<file path="src/rtl/cpurf_pkg.sv">
// Summary of operation
// RULE1: Thirteen registers; seven of them duplicated per bank
// RULE2: Sixteen-bit data registers; first two byte-addressable
// RULE3: Data pairs form two 32-bit registers
// RULE4: Sixteen-bit address registers, general operands too
// RULE5: Address register 1:0 form one 32-bit register
// RULE6: Sixteen-bit frame base for relative addressing
// RULE7: Twenty-bit vector table base register
// RULE8: Twenty-bit program counter, next instruction address
// RULE9: Stack select flag picks interrupt or user pointer
// RULE10: Interrupt acceptance or low software interrupt clears stack select
// RULE11: Sixteen-bit static base for relative addressing
// RULE12: Eleven-bit flag register with priority level field
// RULE13: Carry flag captures ALU carry or shift-out
// RULE14: Zero flag set when result is zero
// RULE15: Sign flag set when result is negative
// RULE16: Bank select flag chooses register bank
// RULE17: Overflow flag set when operation overflows
// RULE18: Interrupt enable flag gates maskable interrupts
// RULE19: Accepting an interrupt clears interrupt enable
// RULE20: Priority level field is three bits, 0-7
// RULE21: Interrupt taken only above current priority level
// RULE22: Reserved flag bit written zero, reads undefined
// RULE23: Bank switch affects only the seven banked registers
// RULE24: Debug flag stored plainly, no debug behaviour
package cpurf_pkg;

   // Widths
   localparam int WORD_W    = 16;           // Data, address, pointer width
   localparam int BYTE_W    = 8;            // Half of a data register
   localparam int LONG_W    = 32;           // Paired register width
   localparam int ADDR20_W  = 20;           // Program counter and table base
   localparam int FLAG_W    = 11;           // Flag register width
   localparam int LEVEL_W   = 3;            // Priority level width
   localparam int RADDR_W   = 5;            // Software port address width
   localparam int SWNUM_W   = 6;            // Software interrupt number width

   // Software port register addresses
   localparam logic [4:0] ADR_DATA0    = 5'h00; // data_register_0
   localparam logic [4:0] ADR_DATA1    = 5'h01; // data_register_1
   localparam logic [4:0] ADR_DATA2    = 5'h02; // data_register_2
   localparam logic [4:0] ADR_DATA3    = 5'h03; // data_register_3
   localparam logic [4:0] ADR_ADDR0    = 5'h04; // address_register_0
   localparam logic [4:0] ADR_ADDR1    = 5'h05; // address_register_1
   localparam logic [4:0] ADR_FB       = 5'h06; // frame_base
   localparam logic [4:0] ADR_VTB      = 5'h07; // vector_table_base
   localparam logic [4:0] ADR_PC       = 5'h08; // program_counter
   localparam logic [4:0] ADR_USP      = 5'h09; // user_stack_pointer
   localparam logic [4:0] ADR_ISP      = 5'h0a; // interrupt_stack_pointer
   localparam logic [4:0] ADR_SB       = 5'h0b; // static_base
   localparam logic [4:0] ADR_FLAGS    = 5'h0c; // cpu_flags
   localparam logic [4:0] ADR_D0_UP    = 5'h0d; // data_register_0_upper
   localparam logic [4:0] ADR_D0_LO    = 5'h0e; // data_register_0_lower
   localparam logic [4:0] ADR_D1_UP    = 5'h0f; // data_register_1_upper
   localparam logic [4:0] ADR_D1_LO    = 5'h10; // data_register_1_lower
   localparam logic [4:0] ADR_PAIR_LO  = 5'h11; // data_pair_low_32
   localparam logic [4:0] ADR_PAIR_HI  = 5'h12; // data_pair_high_32
   localparam logic [4:0] ADR_APAIR    = 5'h13; // address_pair_32
   localparam logic [4:0] ADR_SP       = 5'h14; // Active stack pointer

   // Flag register bit positions
   localparam int FLG_C    = 0;             // Carry
   localparam int FLG_D    = 1;             // Debug
   localparam int FLG_Z    = 2;             // Zero
   localparam int FLG_S    = 3;             // Sign
   localparam int FLG_B    = 4;             // Bank select
   localparam int FLG_O    = 5;             // Overflow
   localparam int FLG_I    = 6;             // Interrupt enable
   localparam int FLG_U    = 7;             // Stack select
   localparam int FLG_IPL  = 8;             // Priority level, low bit
   localparam int FLG_RSV  = 11;            // Reserved, not stored

   // Reset values
   localparam logic [15:0] RST_WORD  = 16'h0000;
   localparam logic [19:0] RST_A20   = 20'h00000;
   localparam logic [10:0] RST_FLAGS = 11'h000;
   localparam logic [31:0] RD_ZERO   = 32'h00000000;

   // Highest software interrupt number that switches stacks
   localparam logic [5:0] SWINT_STACK_MAX = 6'h1f;

endpackage : cpurf_pkg

</file>
<file path="src/rtl/cpurf_top.sv">
`timescale 1ns/1ps
`default_nettype none
module cpurf_top
   import cpurf_pkg::*;
(
   input  wire logic                 ref_clk_in,      // 25 MHz CPU clock
   input  wire logic                 rst_n_in,        // Sync reset, low
   // Software register port
   input  wire logic [RADDR_W-1:0]   reg_addr_in,     // Register address
   input  wire logic [LONG_W-1:0]    reg_wdata_in,    // Write data
   input  wire logic                 reg_wr_in,       // Write strobe
   input  wire logic                 reg_rd_in,       // Read strobe
   output logic [LONG_W-1:0]         reg_rdata_out,   // Read data, next cycle
   // ALU flag update
   input  wire logic                 alu_update_in,   // Update C,Z,S,O
   input  wire logic                 alu_byte_in,     // Byte-sized result
   input  wire logic [WORD_W-1:0]    alu_result_in,   // ALU result
   input  wire logic                 alu_carry_in,    // Carry/borrow/shift-out
   input  wire logic                 alu_overflow_in, // Overflow
   // Interrupt arbitration and acceptance
   input  wire logic                 irq_req_in,      // Interrupt requested
   input  wire logic                 irq_maskable_in, // Request is maskable
   input  wire logic [LEVEL_W-1:0]   irq_level_in,    // Request priority
   input  wire logic                 hw_accept_in,    // Hardware irq accepted
   input  wire logic                 sw_int_in,       // Software irq executed
   input  wire logic [SWNUM_W-1:0]   sw_num_in,       // Software irq number
   input  wire logic                 ipl_load_in,     // Load new priority
   input  wire logic [LEVEL_W-1:0]   ipl_value_in,    // New priority level
   input  wire logic                 pc_load_in,      // Load program counter
   input  wire logic [ADDR20_W-1:0]  pc_value_in,     // New PC value
   output logic                      irq_take_out,    // Request may be taken
   output logic [FLAG_W-1:0]         flags_out,       // Current flags
   output logic [WORD_W-1:0]         active_sp_out,   // Selected stack ptr
   output logic [ADDR20_W-1:0]       pc_out,          // Program counter
   output logic [ADDR20_W-1:0]       vtb_out,         // Vector table base
   output logic [LONG_W-1:0]         data_pair_low_32_out,  // Pair 2:0
   output logic [LONG_W-1:0]         data_pair_high_32_out, // Pair 3:1
   output logic [LONG_W-1:0]         address_pair_32_out    // Pair a1:a0
);

   // Replace one byte of a word, upper or lower half
   function automatic logic [WORD_W-1:0] merge_byte
   (
      input logic [WORD_W-1:0] old_word,
      input logic [BYTE_W-1:0] new_byte,
      input logic              upper
   );
      logic [WORD_W-1:0] res;
      res = old_word;
      if (upper)
      begin
         res[WORD_W-1:BYTE_W] = new_byte;
      end
      else
      begin
         res[BYTE_W-1:0] = new_byte;
      end
      return res;
   endfunction : merge_byte

   // Sign bit of a byte or word result
   function automatic logic result_neg
   (
      input logic [WORD_W-1:0] res,
      input logic              is_byte
   );
      return is_byte ? res[BYTE_W-1] : res[WORD_W-1];
   endfunction : result_neg

   // Banked storage, indexed by the bank select flag
   logic [WORD_W-1:0]   data_ff [2][4];   // Four data registers per bank
   logic [WORD_W-1:0]   addr_ff [2][2];   // Two address registers per bank
   logic [WORD_W-1:0]   fb_ff   [2];      // Frame base per bank
   // Shared storage
   logic [ADDR20_W-1:0] vtb_ff;           // Vector table base
   logic [ADDR20_W-1:0] pc_ff;            // Program counter
   logic [WORD_W-1:0]   usp_ff;           // User stack pointer
   logic [WORD_W-1:0]   isp_ff;           // Interrupt stack pointer
   logic [WORD_W-1:0]   sb_ff;            // Static base
   logic [FLAG_W-1:0]   flags_ff;         // Flag register
   logic [FLAG_W-1:0]   nxt_flags;        // Flags after this cycle

   logic                bank;             // Active bank
   logic                wr_hit;           // Qualified write
   logic [WORD_W-1:0]   wd16;             // Low half of write data
   logic [WORD_W-1:0]   wd_hi;            // High half of write data
   logic [WORD_W-1:0]   cur_sp;           // Selected stack pointer
   logic [LONG_W-1:0]   rd_mux;           // Read selection

   // Bank and stack selection follow the stored flags
   assign bank   = flags_ff[FLG_B];                               // RULE16
   assign cur_sp = flags_ff[FLG_U] ? usp_ff : isp_ff;             // RULE9
   assign wr_hit = reg_wr_in;
   assign wd16   = reg_wdata_in[WORD_W-1:0];
   assign wd_hi  = reg_wdata_in[LONG_W-1:WORD_W];

   // Data registers of the active bank only; the other bank is kept
   always_ff @(posedge ref_clk_in)
   begin
      if (!rst_n_in)
      begin
         for (int b = 0; b < 2; b++)
         begin
            for (int r = 0; r < 4; r++)
            begin
               data_ff[b][r] <= RST_WORD;                         // RULE1
            end
         end
      end
      else if (wr_hit)
      begin
         unique case (reg_addr_in)
            ADR_DATA0: data_ff[bank][0] <= wd16;                  // RULE2
            ADR_DATA1: data_ff[bank][1] <= wd16;                  // RULE2
            ADR_DATA2: data_ff[bank][2] <= wd16;                  // RULE2
            ADR_DATA3: data_ff[bank][3] <= wd16;                  // RULE2
            ADR_D0_UP: data_ff[bank][0] <=
               merge_byte(data_ff[bank][0], wd16[BYTE_W-1:0], 1'b1); // RULE2
            ADR_D0_LO: data_ff[bank][0] <=
               merge_byte(data_ff[bank][0], wd16[BYTE_W-1:0], 1'b0); // RULE2
            ADR_D1_UP: data_ff[bank][1] <=
               merge_byte(data_ff[bank][1], wd16[BYTE_W-1:0], 1'b1); // RULE2
            ADR_D1_LO: data_ff[bank][1] <=
               merge_byte(data_ff[bank][1], wd16[BYTE_W-1:0], 1'b0); // RULE2
            ADR_PAIR_LO:
            begin
               // Register 2 is the upper half of this pair
               data_ff[bank][2] <= wd_hi;                         // RULE3
               data_ff[bank][0] <= wd16;                          // RULE3
            end
            ADR_PAIR_HI:
            begin
               data_ff[bank][3] <= wd_hi;                         // RULE3
               data_ff[bank][1] <= wd16;                          // RULE3
            end
            default: ;                                            // Others
         endcase
      end
   end

   // Address registers and frame base of the active bank
   always_ff @(posedge ref_clk_in)
   begin
      if (!rst_n_in)
      begin
         for (int b = 0; b < 2; b++)
         begin
            addr_ff[b][0] <= RST_WORD;
            addr_ff[b][1] <= RST_WORD;
            fb_ff[b]      <= RST_WORD;
         end
      end
      else if (wr_hit)
      begin
         unique case (reg_addr_in)
            ADR_ADDR0: addr_ff[bank][0] <= wd16;                  // RULE4
            ADR_ADDR1: addr_ff[bank][1] <= wd16;                  // RULE4
            ADR_APAIR:
            begin
               // Register 1 forms the upper half
               addr_ff[bank][1] <= wd_hi;                         // RULE5
               addr_ff[bank][0] <= wd16;                          // RULE5
            end
            ADR_FB:    fb_ff[bank] <= wd16;                       // RULE6
            default: ;                                            // Others
         endcase
      end
   end

   // Shared registers, untouched by the bank flag
   always_ff @(posedge ref_clk_in)
   begin
      if (!rst_n_in)
      begin
         vtb_ff <= RST_A20;
         usp_ff <= RST_WORD;
         isp_ff <= RST_WORD;
         sb_ff  <= RST_WORD;
      end
      else if (wr_hit)
      begin
         unique case (reg_addr_in)
            ADR_VTB: vtb_ff <= reg_wdata_in[ADDR20_W-1:0];        // RULE7
            ADR_USP: usp_ff <= wd16;                              // RULE23
            ADR_ISP: isp_ff <= wd16;                              // RULE23
            ADR_SB:  sb_ff  <= wd16;                              // RULE11
            ADR_SP:
            begin
               // Writes go to whichever pointer is active now
               if (flags_ff[FLG_U])                               // RULE9
               begin
                  usp_ff <= wd16;
               end
               else
               begin
                  isp_ff <= wd16;
               end
            end
            default: ;                                            // Others
         endcase
      end
   end

   // Program counter; a CPU load wins over a software write
   always_ff @(posedge ref_clk_in)
   begin
      if (!rst_n_in)
      begin
         pc_ff <= RST_A20;
      end
      else if (pc_load_in)
      begin
         pc_ff <= pc_value_in;                                    // RULE8
      end
      else if (wr_hit && reg_addr_in == ADR_PC)
      begin
         pc_ff <= reg_wdata_in[ADDR20_W-1:0];                     // RULE8
      end
   end

   // Next flags: software write first, then hardware events on top,
   // so an event in the same cycle as a write is never lost
   always_comb
   begin
      nxt_flags = flags_ff;
      if (wr_hit && reg_addr_in == ADR_FLAGS)
      begin
         // Debug bit is stored as written and does nothing else
         nxt_flags = reg_wdata_in[FLAG_W-1:0];                    // RULE24
      end
      if (alu_update_in)
      begin
         nxt_flags[FLG_C] = alu_carry_in;                         // RULE13
         nxt_flags[FLG_Z] = alu_byte_in ?                         // RULE14
            (alu_result_in[BYTE_W-1:0] == '0) :
            (alu_result_in == '0);
         nxt_flags[FLG_S] = result_neg(alu_result_in, alu_byte_in); // RULE15
         nxt_flags[FLG_O] = alu_overflow_in;                      // RULE17
      end
      if (hw_accept_in || sw_int_in)
      begin
         nxt_flags[FLG_I] = 1'b0;                                 // RULE19
      end
      if (hw_accept_in || (sw_int_in && sw_num_in <= SWINT_STACK_MAX))
      begin
         nxt_flags[FLG_U] = 1'b0;                                 // RULE10
      end
      if (ipl_load_in)
      begin
         nxt_flags[FLG_IPL +: LEVEL_W] = ipl_value_in;            // RULE20
      end
   end

   // Flag register; reserved position is never stored
   always_ff @(posedge ref_clk_in)
   begin
      if (!rst_n_in)
      begin
         flags_ff <= RST_FLAGS;                                   // RULE12
      end
      else
      begin
         flags_ff <= nxt_flags;                                   // RULE22
      end
   end

   // Read selection from the active bank and shared registers
   always_comb
   begin
      rd_mux = RD_ZERO;
      unique case (reg_addr_in)
         ADR_DATA0:   rd_mux[WORD_W-1:0] = data_ff[bank][0];
         ADR_DATA1:   rd_mux[WORD_W-1:0] = data_ff[bank][1];
         ADR_DATA2:   rd_mux[WORD_W-1:0] = data_ff[bank][2];
         ADR_DATA3:   rd_mux[WORD_W-1:0] = data_ff[bank][3];
         ADR_ADDR0:   rd_mux[WORD_W-1:0] = addr_ff[bank][0];
         ADR_ADDR1:   rd_mux[WORD_W-1:0] = addr_ff[bank][1];
         ADR_FB:      rd_mux[WORD_W-1:0] = fb_ff[bank];
         ADR_VTB:     rd_mux[ADDR20_W-1:0] = vtb_ff;
         ADR_PC:      rd_mux[ADDR20_W-1:0] = pc_ff;
         ADR_USP:     rd_mux[WORD_W-1:0] = usp_ff;
         ADR_ISP:     rd_mux[WORD_W-1:0] = isp_ff;
         ADR_SB:      rd_mux[WORD_W-1:0] = sb_ff;
         // Reserved position reads as zero here
         ADR_FLAGS:   rd_mux[FLAG_W-1:0] = flags_ff;              // RULE22
         ADR_D0_UP:   rd_mux[BYTE_W-1:0] = data_ff[bank][0][WORD_W-1:BYTE_W];
         ADR_D0_LO:   rd_mux[BYTE_W-1:0] = data_ff[bank][0][BYTE_W-1:0];
         ADR_D1_UP:   rd_mux[BYTE_W-1:0] = data_ff[bank][1][WORD_W-1:BYTE_W];
         ADR_D1_LO:   rd_mux[BYTE_W-1:0] = data_ff[bank][1][BYTE_W-1:0];
         ADR_PAIR_LO: rd_mux = {data_ff[bank][2], data_ff[bank][0]}; // RULE3
         ADR_PAIR_HI: rd_mux = {data_ff[bank][3], data_ff[bank][1]}; // RULE3
         ADR_APAIR:   rd_mux = {addr_ff[bank][1], addr_ff[bank][0]}; // RULE5
         ADR_SP:      rd_mux[WORD_W-1:0] = cur_sp;                // RULE9
         default:     rd_mux = RD_ZERO;                           // Unmapped
      endcase
   end

   // Read data stands for exactly the cycle after the strobe
   always_ff @(posedge ref_clk_in)
   begin
      if (!rst_n_in)
      begin
         reg_rdata_out <= RD_ZERO;
      end
      else if (reg_rd_in)
      begin
         reg_rdata_out <= rd_mux;
      end
      else
      begin
         reg_rdata_out <= RD_ZERO;
      end
   end

   // Interrupt gate, judged on the stored flags; non-maskable
   // requests still need a level above the current one
   always_ff @(posedge ref_clk_in)
   begin
      if (!rst_n_in)
      begin
         irq_take_out <= 1'b0;
      end
      else
      begin
         irq_take_out <= irq_req_in
            && (!irq_maskable_in || flags_ff[FLG_I])              // RULE18
            && (irq_level_in > flags_ff[FLG_IPL +: LEVEL_W]);     // RULE21
      end
   end

   // Mirror outputs, updated one edge after the stored state
   always_ff @(posedge ref_clk_in)
   begin
      if (!rst_n_in)
      begin
         flags_out             <= RST_FLAGS;
         active_sp_out         <= RST_WORD;
         pc_out                <= RST_A20;
         vtb_out               <= RST_A20;
         data_pair_low_32_out  <= RD_ZERO;
         data_pair_high_32_out <= RD_ZERO;
         address_pair_32_out   <= RD_ZERO;
      end
      else
      begin
         flags_out             <= flags_ff;
         active_sp_out         <= cur_sp;                         // RULE9
         pc_out                <= pc_ff;
         vtb_out               <= vtb_ff;
         data_pair_low_32_out  <= {data_ff[bank][2], data_ff[bank][0]};
         data_pair_high_32_out <= {data_ff[bank][3], data_ff[bank][1]};
         address_pair_32_out   <= {addr_ff[bank][1], addr_ff[bank][0]};
      end
   end

endmodule : cpurf_top
`default_nettype wire
</file>
<file path="config.mk">
export PLATFORM = sky130hd
export DESIGN_NAME = cpurf_top
export DESIGN_NICKNAME = d
export VERILOG_FILES = /design/src/rtl/cpurf_pkg.sv /design/src/rtl/cpurf_top.sv
export SDC_FILE = /design/constraint.sdc
export NUM_CORES = 1
export LEC_CHECK = 0
export BUFFER_PORTS_ARGS = -buffer_cell sky130_fd_sc_hd__buf_4
export CAP_MARGIN = 10
export CORE_MARGIN = 2
export CORE_UTILIZATION = 54
export CTS_BUF_LIST = sky130_fd_sc_hd__clkbuf_2 sky130_fd_sc_hd__clkbuf_4 sky130_fd_sc_hd__clkbuf_8
export CTS_CLUSTER_DIAMETER = 120
export DETAILED_ROUTE_END_ITERATION = 8
export PLACE_DENSITY = 0.78
export SLEW_MARGIN = 20
export SYNTH_ARGS = -nofsm -noshare
export SYNTH_HDL_FRONTEND = slang
export SYNTH_SLANG_ARGS = --single-unit
export TNS_END_PERCENT = 5
</file>
<file path="constraint.sdc">
create_clock -name ref_clk_in -period 4.28 [get_ports ref_clk_in]
set_input_delay 1.284 -clock ref_clk_in [delete_from_list [all_inputs] [get_ports ref_clk_in]]
set_output_delay 1.284 -clock ref_clk_in [all_outputs]
set_load 0.01 [all_outputs]
</file>
# Yosys cells after proc, flatten, opt, wreduce, memory -nomap -nowiden
# Memory sizes are Yosys's and may differ from the RTL's. A register that Yosys moved wholly into a read port is not among the register bits.
# Cells that the tools add are included.
[totals] inputBits=99 register_bits=295 ramBits=224 mem_count=3 wordCells=208 out_inout_bits=196
[op_classes] magnitude_cmp=2 eq_ne=22 n_bitwise=11 mux=119 n_reduce_logical=32
[memory_table] name="data_ff" depth=2 word_bits=64 read_ports=1 rd_clocked_by_memory_dff=1 write_ports=2 line="cpurf_top.sv:71" rtl="logic [WORD_W-1:0] data_ff [2][4];"
[memory_table] name="addr_ff" depth=2 word_bits=32 read_ports=1 rd_clocked_by_memory_dff=1 write_ports=2 line="cpurf_top.sv:72" rtl="logic [WORD_W-1:0] addr_ff [2][2];"
[memory_table] name="fb_ff" depth=2 word_bits=16 read_ports=1 rd_clocked_by_memory_dff=1 write_ports=2 line="cpurf_top.sv:73" rtl="logic [WORD_W-1:0] fb_ff [2];"
[op_table] operator="2-to-1 mux 16 bit" count=14
[op_table] operator="2-to-1 mux 8 bit" count=18
[op_table] operator="case mux 8 bit (16 select lines)" count=1
[op_table] operator="2-to-1 mux 1 bit" count=71
[op_table] operator="case mux 5 bit (13 select lines)" count=1
[op_table] operator="2-to-1 mux 64 bit" count=1
[op_table] operator="case mux 16 bit (2 select lines)" count=2
[op_table] operator="OR reduction 64 bit" count=1
[op_table] operator="case mux 3 bit (14 select lines)" count=1
[op_table] operator="equality test 5 x 4 -> 1 bit, second input constant" count=8
[op_table] operator="2-to-1 mux 20 bit" count=2
[op_table] operator="case mux 12 bit (3 select lines)" count=1
[op_table] operator="2-to-1 mux 32 bit" count=1
[op_table] operator="OR reduction 32 bit" count=1
[op_table] operator="equality test 5 bit, second input constant" count=5
[op_table] operator="equality test 5 x 3 -> 1 bit, second input constant" count=4
[op_table] operator="case mux 4 bit (5 select lines)" count=1
[op_table] operator="zero test 16 bit" count=1
[op_table] operator="OR reduction 16 bit" count=1
[op_table] operator="2-to-1 mux 11 bit" count=1
[op_table] operator="equality test 5 x 2 -> 1 bit, second input constant" count=2
[op_table] operator="OR 1 bit" count=10
[op_table] operator="nonzero test 2 bit" count=5
[op_table] operator="OR reduction 2 bit" count=5
[op_table] operator="other kinds (16)" count=28

# Longest topological paths before layout
[depth] word_depth=10 ltp_mapped=10 ltp_nobuf=6

# Worst setup path after synthesis
# No wires, ideal clock.
[synth_path] path_type="input -> register" from="input reg_addr_in[1]" to="memory data_ff[1][16] in the netlist's numbering (enable)" setup_slack_ps=188 cell_stages=6 t_arrival_ps=3656 required_time_ps=3844 path_buffers=3 setup_ps=436 cell_sequence="buf_4 -> buf_6 -> buf_6 -> nor2b_1 -> mux2i_1 -> o41ai_1"
[synth_rtl] element="start, declared" line="cpurf_top.sv:9" rtl="input wire logic [RADDR_W-1:0] reg_addr_in,"
[synth_rtl] element="end, declared" line="cpurf_top.sv:71"

# Worst setup path in the final report
[layout_path] from="input reg_addr_in[2]" to="register reg_rdata_out[11]"
[layout_via] elab_chain_cells=3 elab_cells_between_ends=20 classes_between="eq/ne (15); mux (1); reduce/logical (4)"
[layout_rtl] element="equality test 5 bit (tied with other cells)" line="cpurf_top.sv:271" rtl="unique case (reg_addr_in)"
[layout_rtl] element="OR reduction 2 bit (no line)"
[layout_rtl] element="case mux 5 bit (13 select lines) (*)" line="cpurf_top.sv:271"
[layout_rtl] element="end signal, assigned" line="cpurf_top.sv:307" rtl="reg_rdata_out <= rd_mux;"
[layout_rtl] element="end, declared" line="cpurf_top.sv:13" rtl="output logic [LONG_W-1:0] reg_rdata_out,"
# Every way passes the cells marked *; elsewhere a longest branch is shown, timed or not.
# A chain may end at the register's enable or synchronous reset.

==> impl_metrics.tcl <==
set metrics [dict create \
    grt_pass1_wl_um 111000 \
    maxCapViolCount 0 \
    htree_levels 3 \
    layout_commonest_cell "buf_4" \
    grt_pass1_vias 17100 \
    worst_slack_ps 1120 \
    finalHoldViolCount 0 \
    drtAntennaViolNets 0 \
    cts_resized 0 \
    hold_path_depth 2 \
    nets 2438 \
    cp.required_ps 4820 \
    status "complete, no violations" \
    grt_antenna_before_repair 3 \
    yosys_warnings 0 \
    dr.first_iter.drc_count 2298 \
    ir_drop_v 0.000232 \
    tns_ps 0 \
    async_flop_share_pct 0 \
    cts_made_buffers 82 \
    cts-root-buf "clkbuf_8" \
    port_buffers 289 \
    syn2layout_area_growth_pct 20.3 \
    max_slew.worst_pin.slew_ps 930 \
    layout_common_cells "358 x buf_4, 295 x dfxtp_1, 267 x nor2_1" \
    maxSlewHeadroom_pct 36.2 \
    wl_um 77900 \
    syn-mean-instance-area_um2 10.8 \
    chipHeight_um 206 \
    grt_setup_unrepaired "no" \
    seq_area_frac_synth_pct 57.4 \
    grt_use_total_pct 36.1 \
    synth_ff_type "dfxtp_1" \
    clock_latency_ps 660 \
    worstSetupPathType "input port to flop" \
    gp_congestion 0.995 \
    p_leak_nw 10.7 \
    syn-num-nets 2148 \
    drive_gt1_share_pct 24.0 \
    critPathLaunchType "input port" \
    timing.hold.ws_ps 466 \
    wl_per_cell_um 26.6 \
    final-max-slew-violation-count 0 \
    grt_overflow 0 \
    synth-seq-cells 520 \
    clk_pin_slew_ps 60 \
    cp.arrival_ps 3700 \
    ios 295 \
    drc 0 \
    p_per_area_nw_per_um2 409 \
    path_max_fanout 32 \
    rows 74 \
    syn_area_um2 22100 \
    finClkSkew_ps 31.9 \
    holdCritPathClass "flop to flop" \
    p_total_w 0.0108 \
    synth-edff-count 224 \
    cts_hold_buf 0 \
    die_x_um 206 \
    reg2reg_depth 6 \
    cts_tree "built" \
    core_area_um2 40600 \
    synthCells 2046 \
    synth.distinct_cells 81 \
    via_count 17800 \
    post_drt_via_cell_ratio 6.07 \
    ctsLongestPathBuffers 3 \
    cts_setup_buffers 0 \
    setup_viol 0 \
    drtPass1Iterations 7 \
    endpoint_kind "flop" \
    grt_max_degree 83 \
    finalCritPeriodShare_pct 73.8 \
    dieArea_um2 42500 \
    initial_core_util_pct 54.4 \
    hpwlAfterDp_um 53500 \
    fin_crit_ps 3160 \
    fmax_mhz 316 \
    cts.sinks 520 \
    pre_cts_ws_ps 580 \
]
[where the power goes]
group,internal (W),switching (W)
clock network,0.00255,0.00195
registers,0.00536,0.0000770
logic,0.000312,0.000581
[routing by layer]
metal  up-vias  global-route usage (%)  routed length (um)
met3       261                    9.35                9140
met4         2                    19.2                4390
met2      1269                    55.4               34700
met5         -                       0                   9
met1      8532                    47.2               29700
li1       7754                       -                   -
[flip-flops by register name (all words and copies together), names as in the netlist, 32 cells and up, named ones only]
| signal | flops |
|---|---|
| addr_ff | 64 |
| address_pair_32_out | 32 |
| data_ff | 128 |
| data_pair_high_32_out | 32 |
| data_pair_low_32_out | 32 |
| fb_ff | 32 |
| reg_rdata_out | 32 |
[final timing paths]
kind / slack (ps) / to / from
setup / recovery: 1120 / reg_rdata_out[11] / reg_addr_in[2]
hold / removal: 470 / vtb_out[14] / vtb_ff[14]
setup reg to reg: 1410 / reg_rdata_out[7] / flop
hold reg to reg: 470 / vtb_out[14] / vtb_ff[14]
[through the flow]
step	cell area, um^2	util (%)	cells
CTS	26500	65.4	2933
detailed placement	24800	61.0	2784
global route	26500	65.4	2934
global placement	24800	61.0	2784
finish	26500	65.4	2934
floorplan	22100	-	2046
[cell usage after synthesis (36+ instances only)]
cell      instances  share of area [%]
dfxtp_1         296                 27
nor2_1          267                4.5
edfxtp_1        224                 31
mux2i_1         186                8.4
nand2_1         161                2.7
and2_1          155                4.4
nor2b_1         100                2.8
clkbuf_1         82                1.4
a21oi_1          57                1.3
buf_2            47                1.1
o21ai_0          42               0.95
mux2_2           36                1.8
[kinds of logic after synthesis]
family,after synthesis,share of synthesized area [%]
muxes,222,10.3
xor gates and xnor gates,3,0.119
AOI/OAI and AO/OA,308,9.79
adders and majority gates,3,0.170
and+or+nand+nor,803,18.3
DFF,520,57.4
buffers and inverters,187,3.93
[final cells by class]
cell class,instances,area (um^2)
inverter,31,116
tap,532,666
clock inverter,15,158
multi-input combinational,1339,8560
antenna,1,2.50
fill,3138,14000
sequential,520,12700
timing repair buffer,362,2760
clock buffer,134,1610
[critical path, cell delays in order]
cell and delay, ps:
buf_4 250, nor3b_2 520, and2_1 430, or2_1 590
buf_4 230, a21oi_1 100, a31oi_1 280
Power figures use the tool's default switching activity.
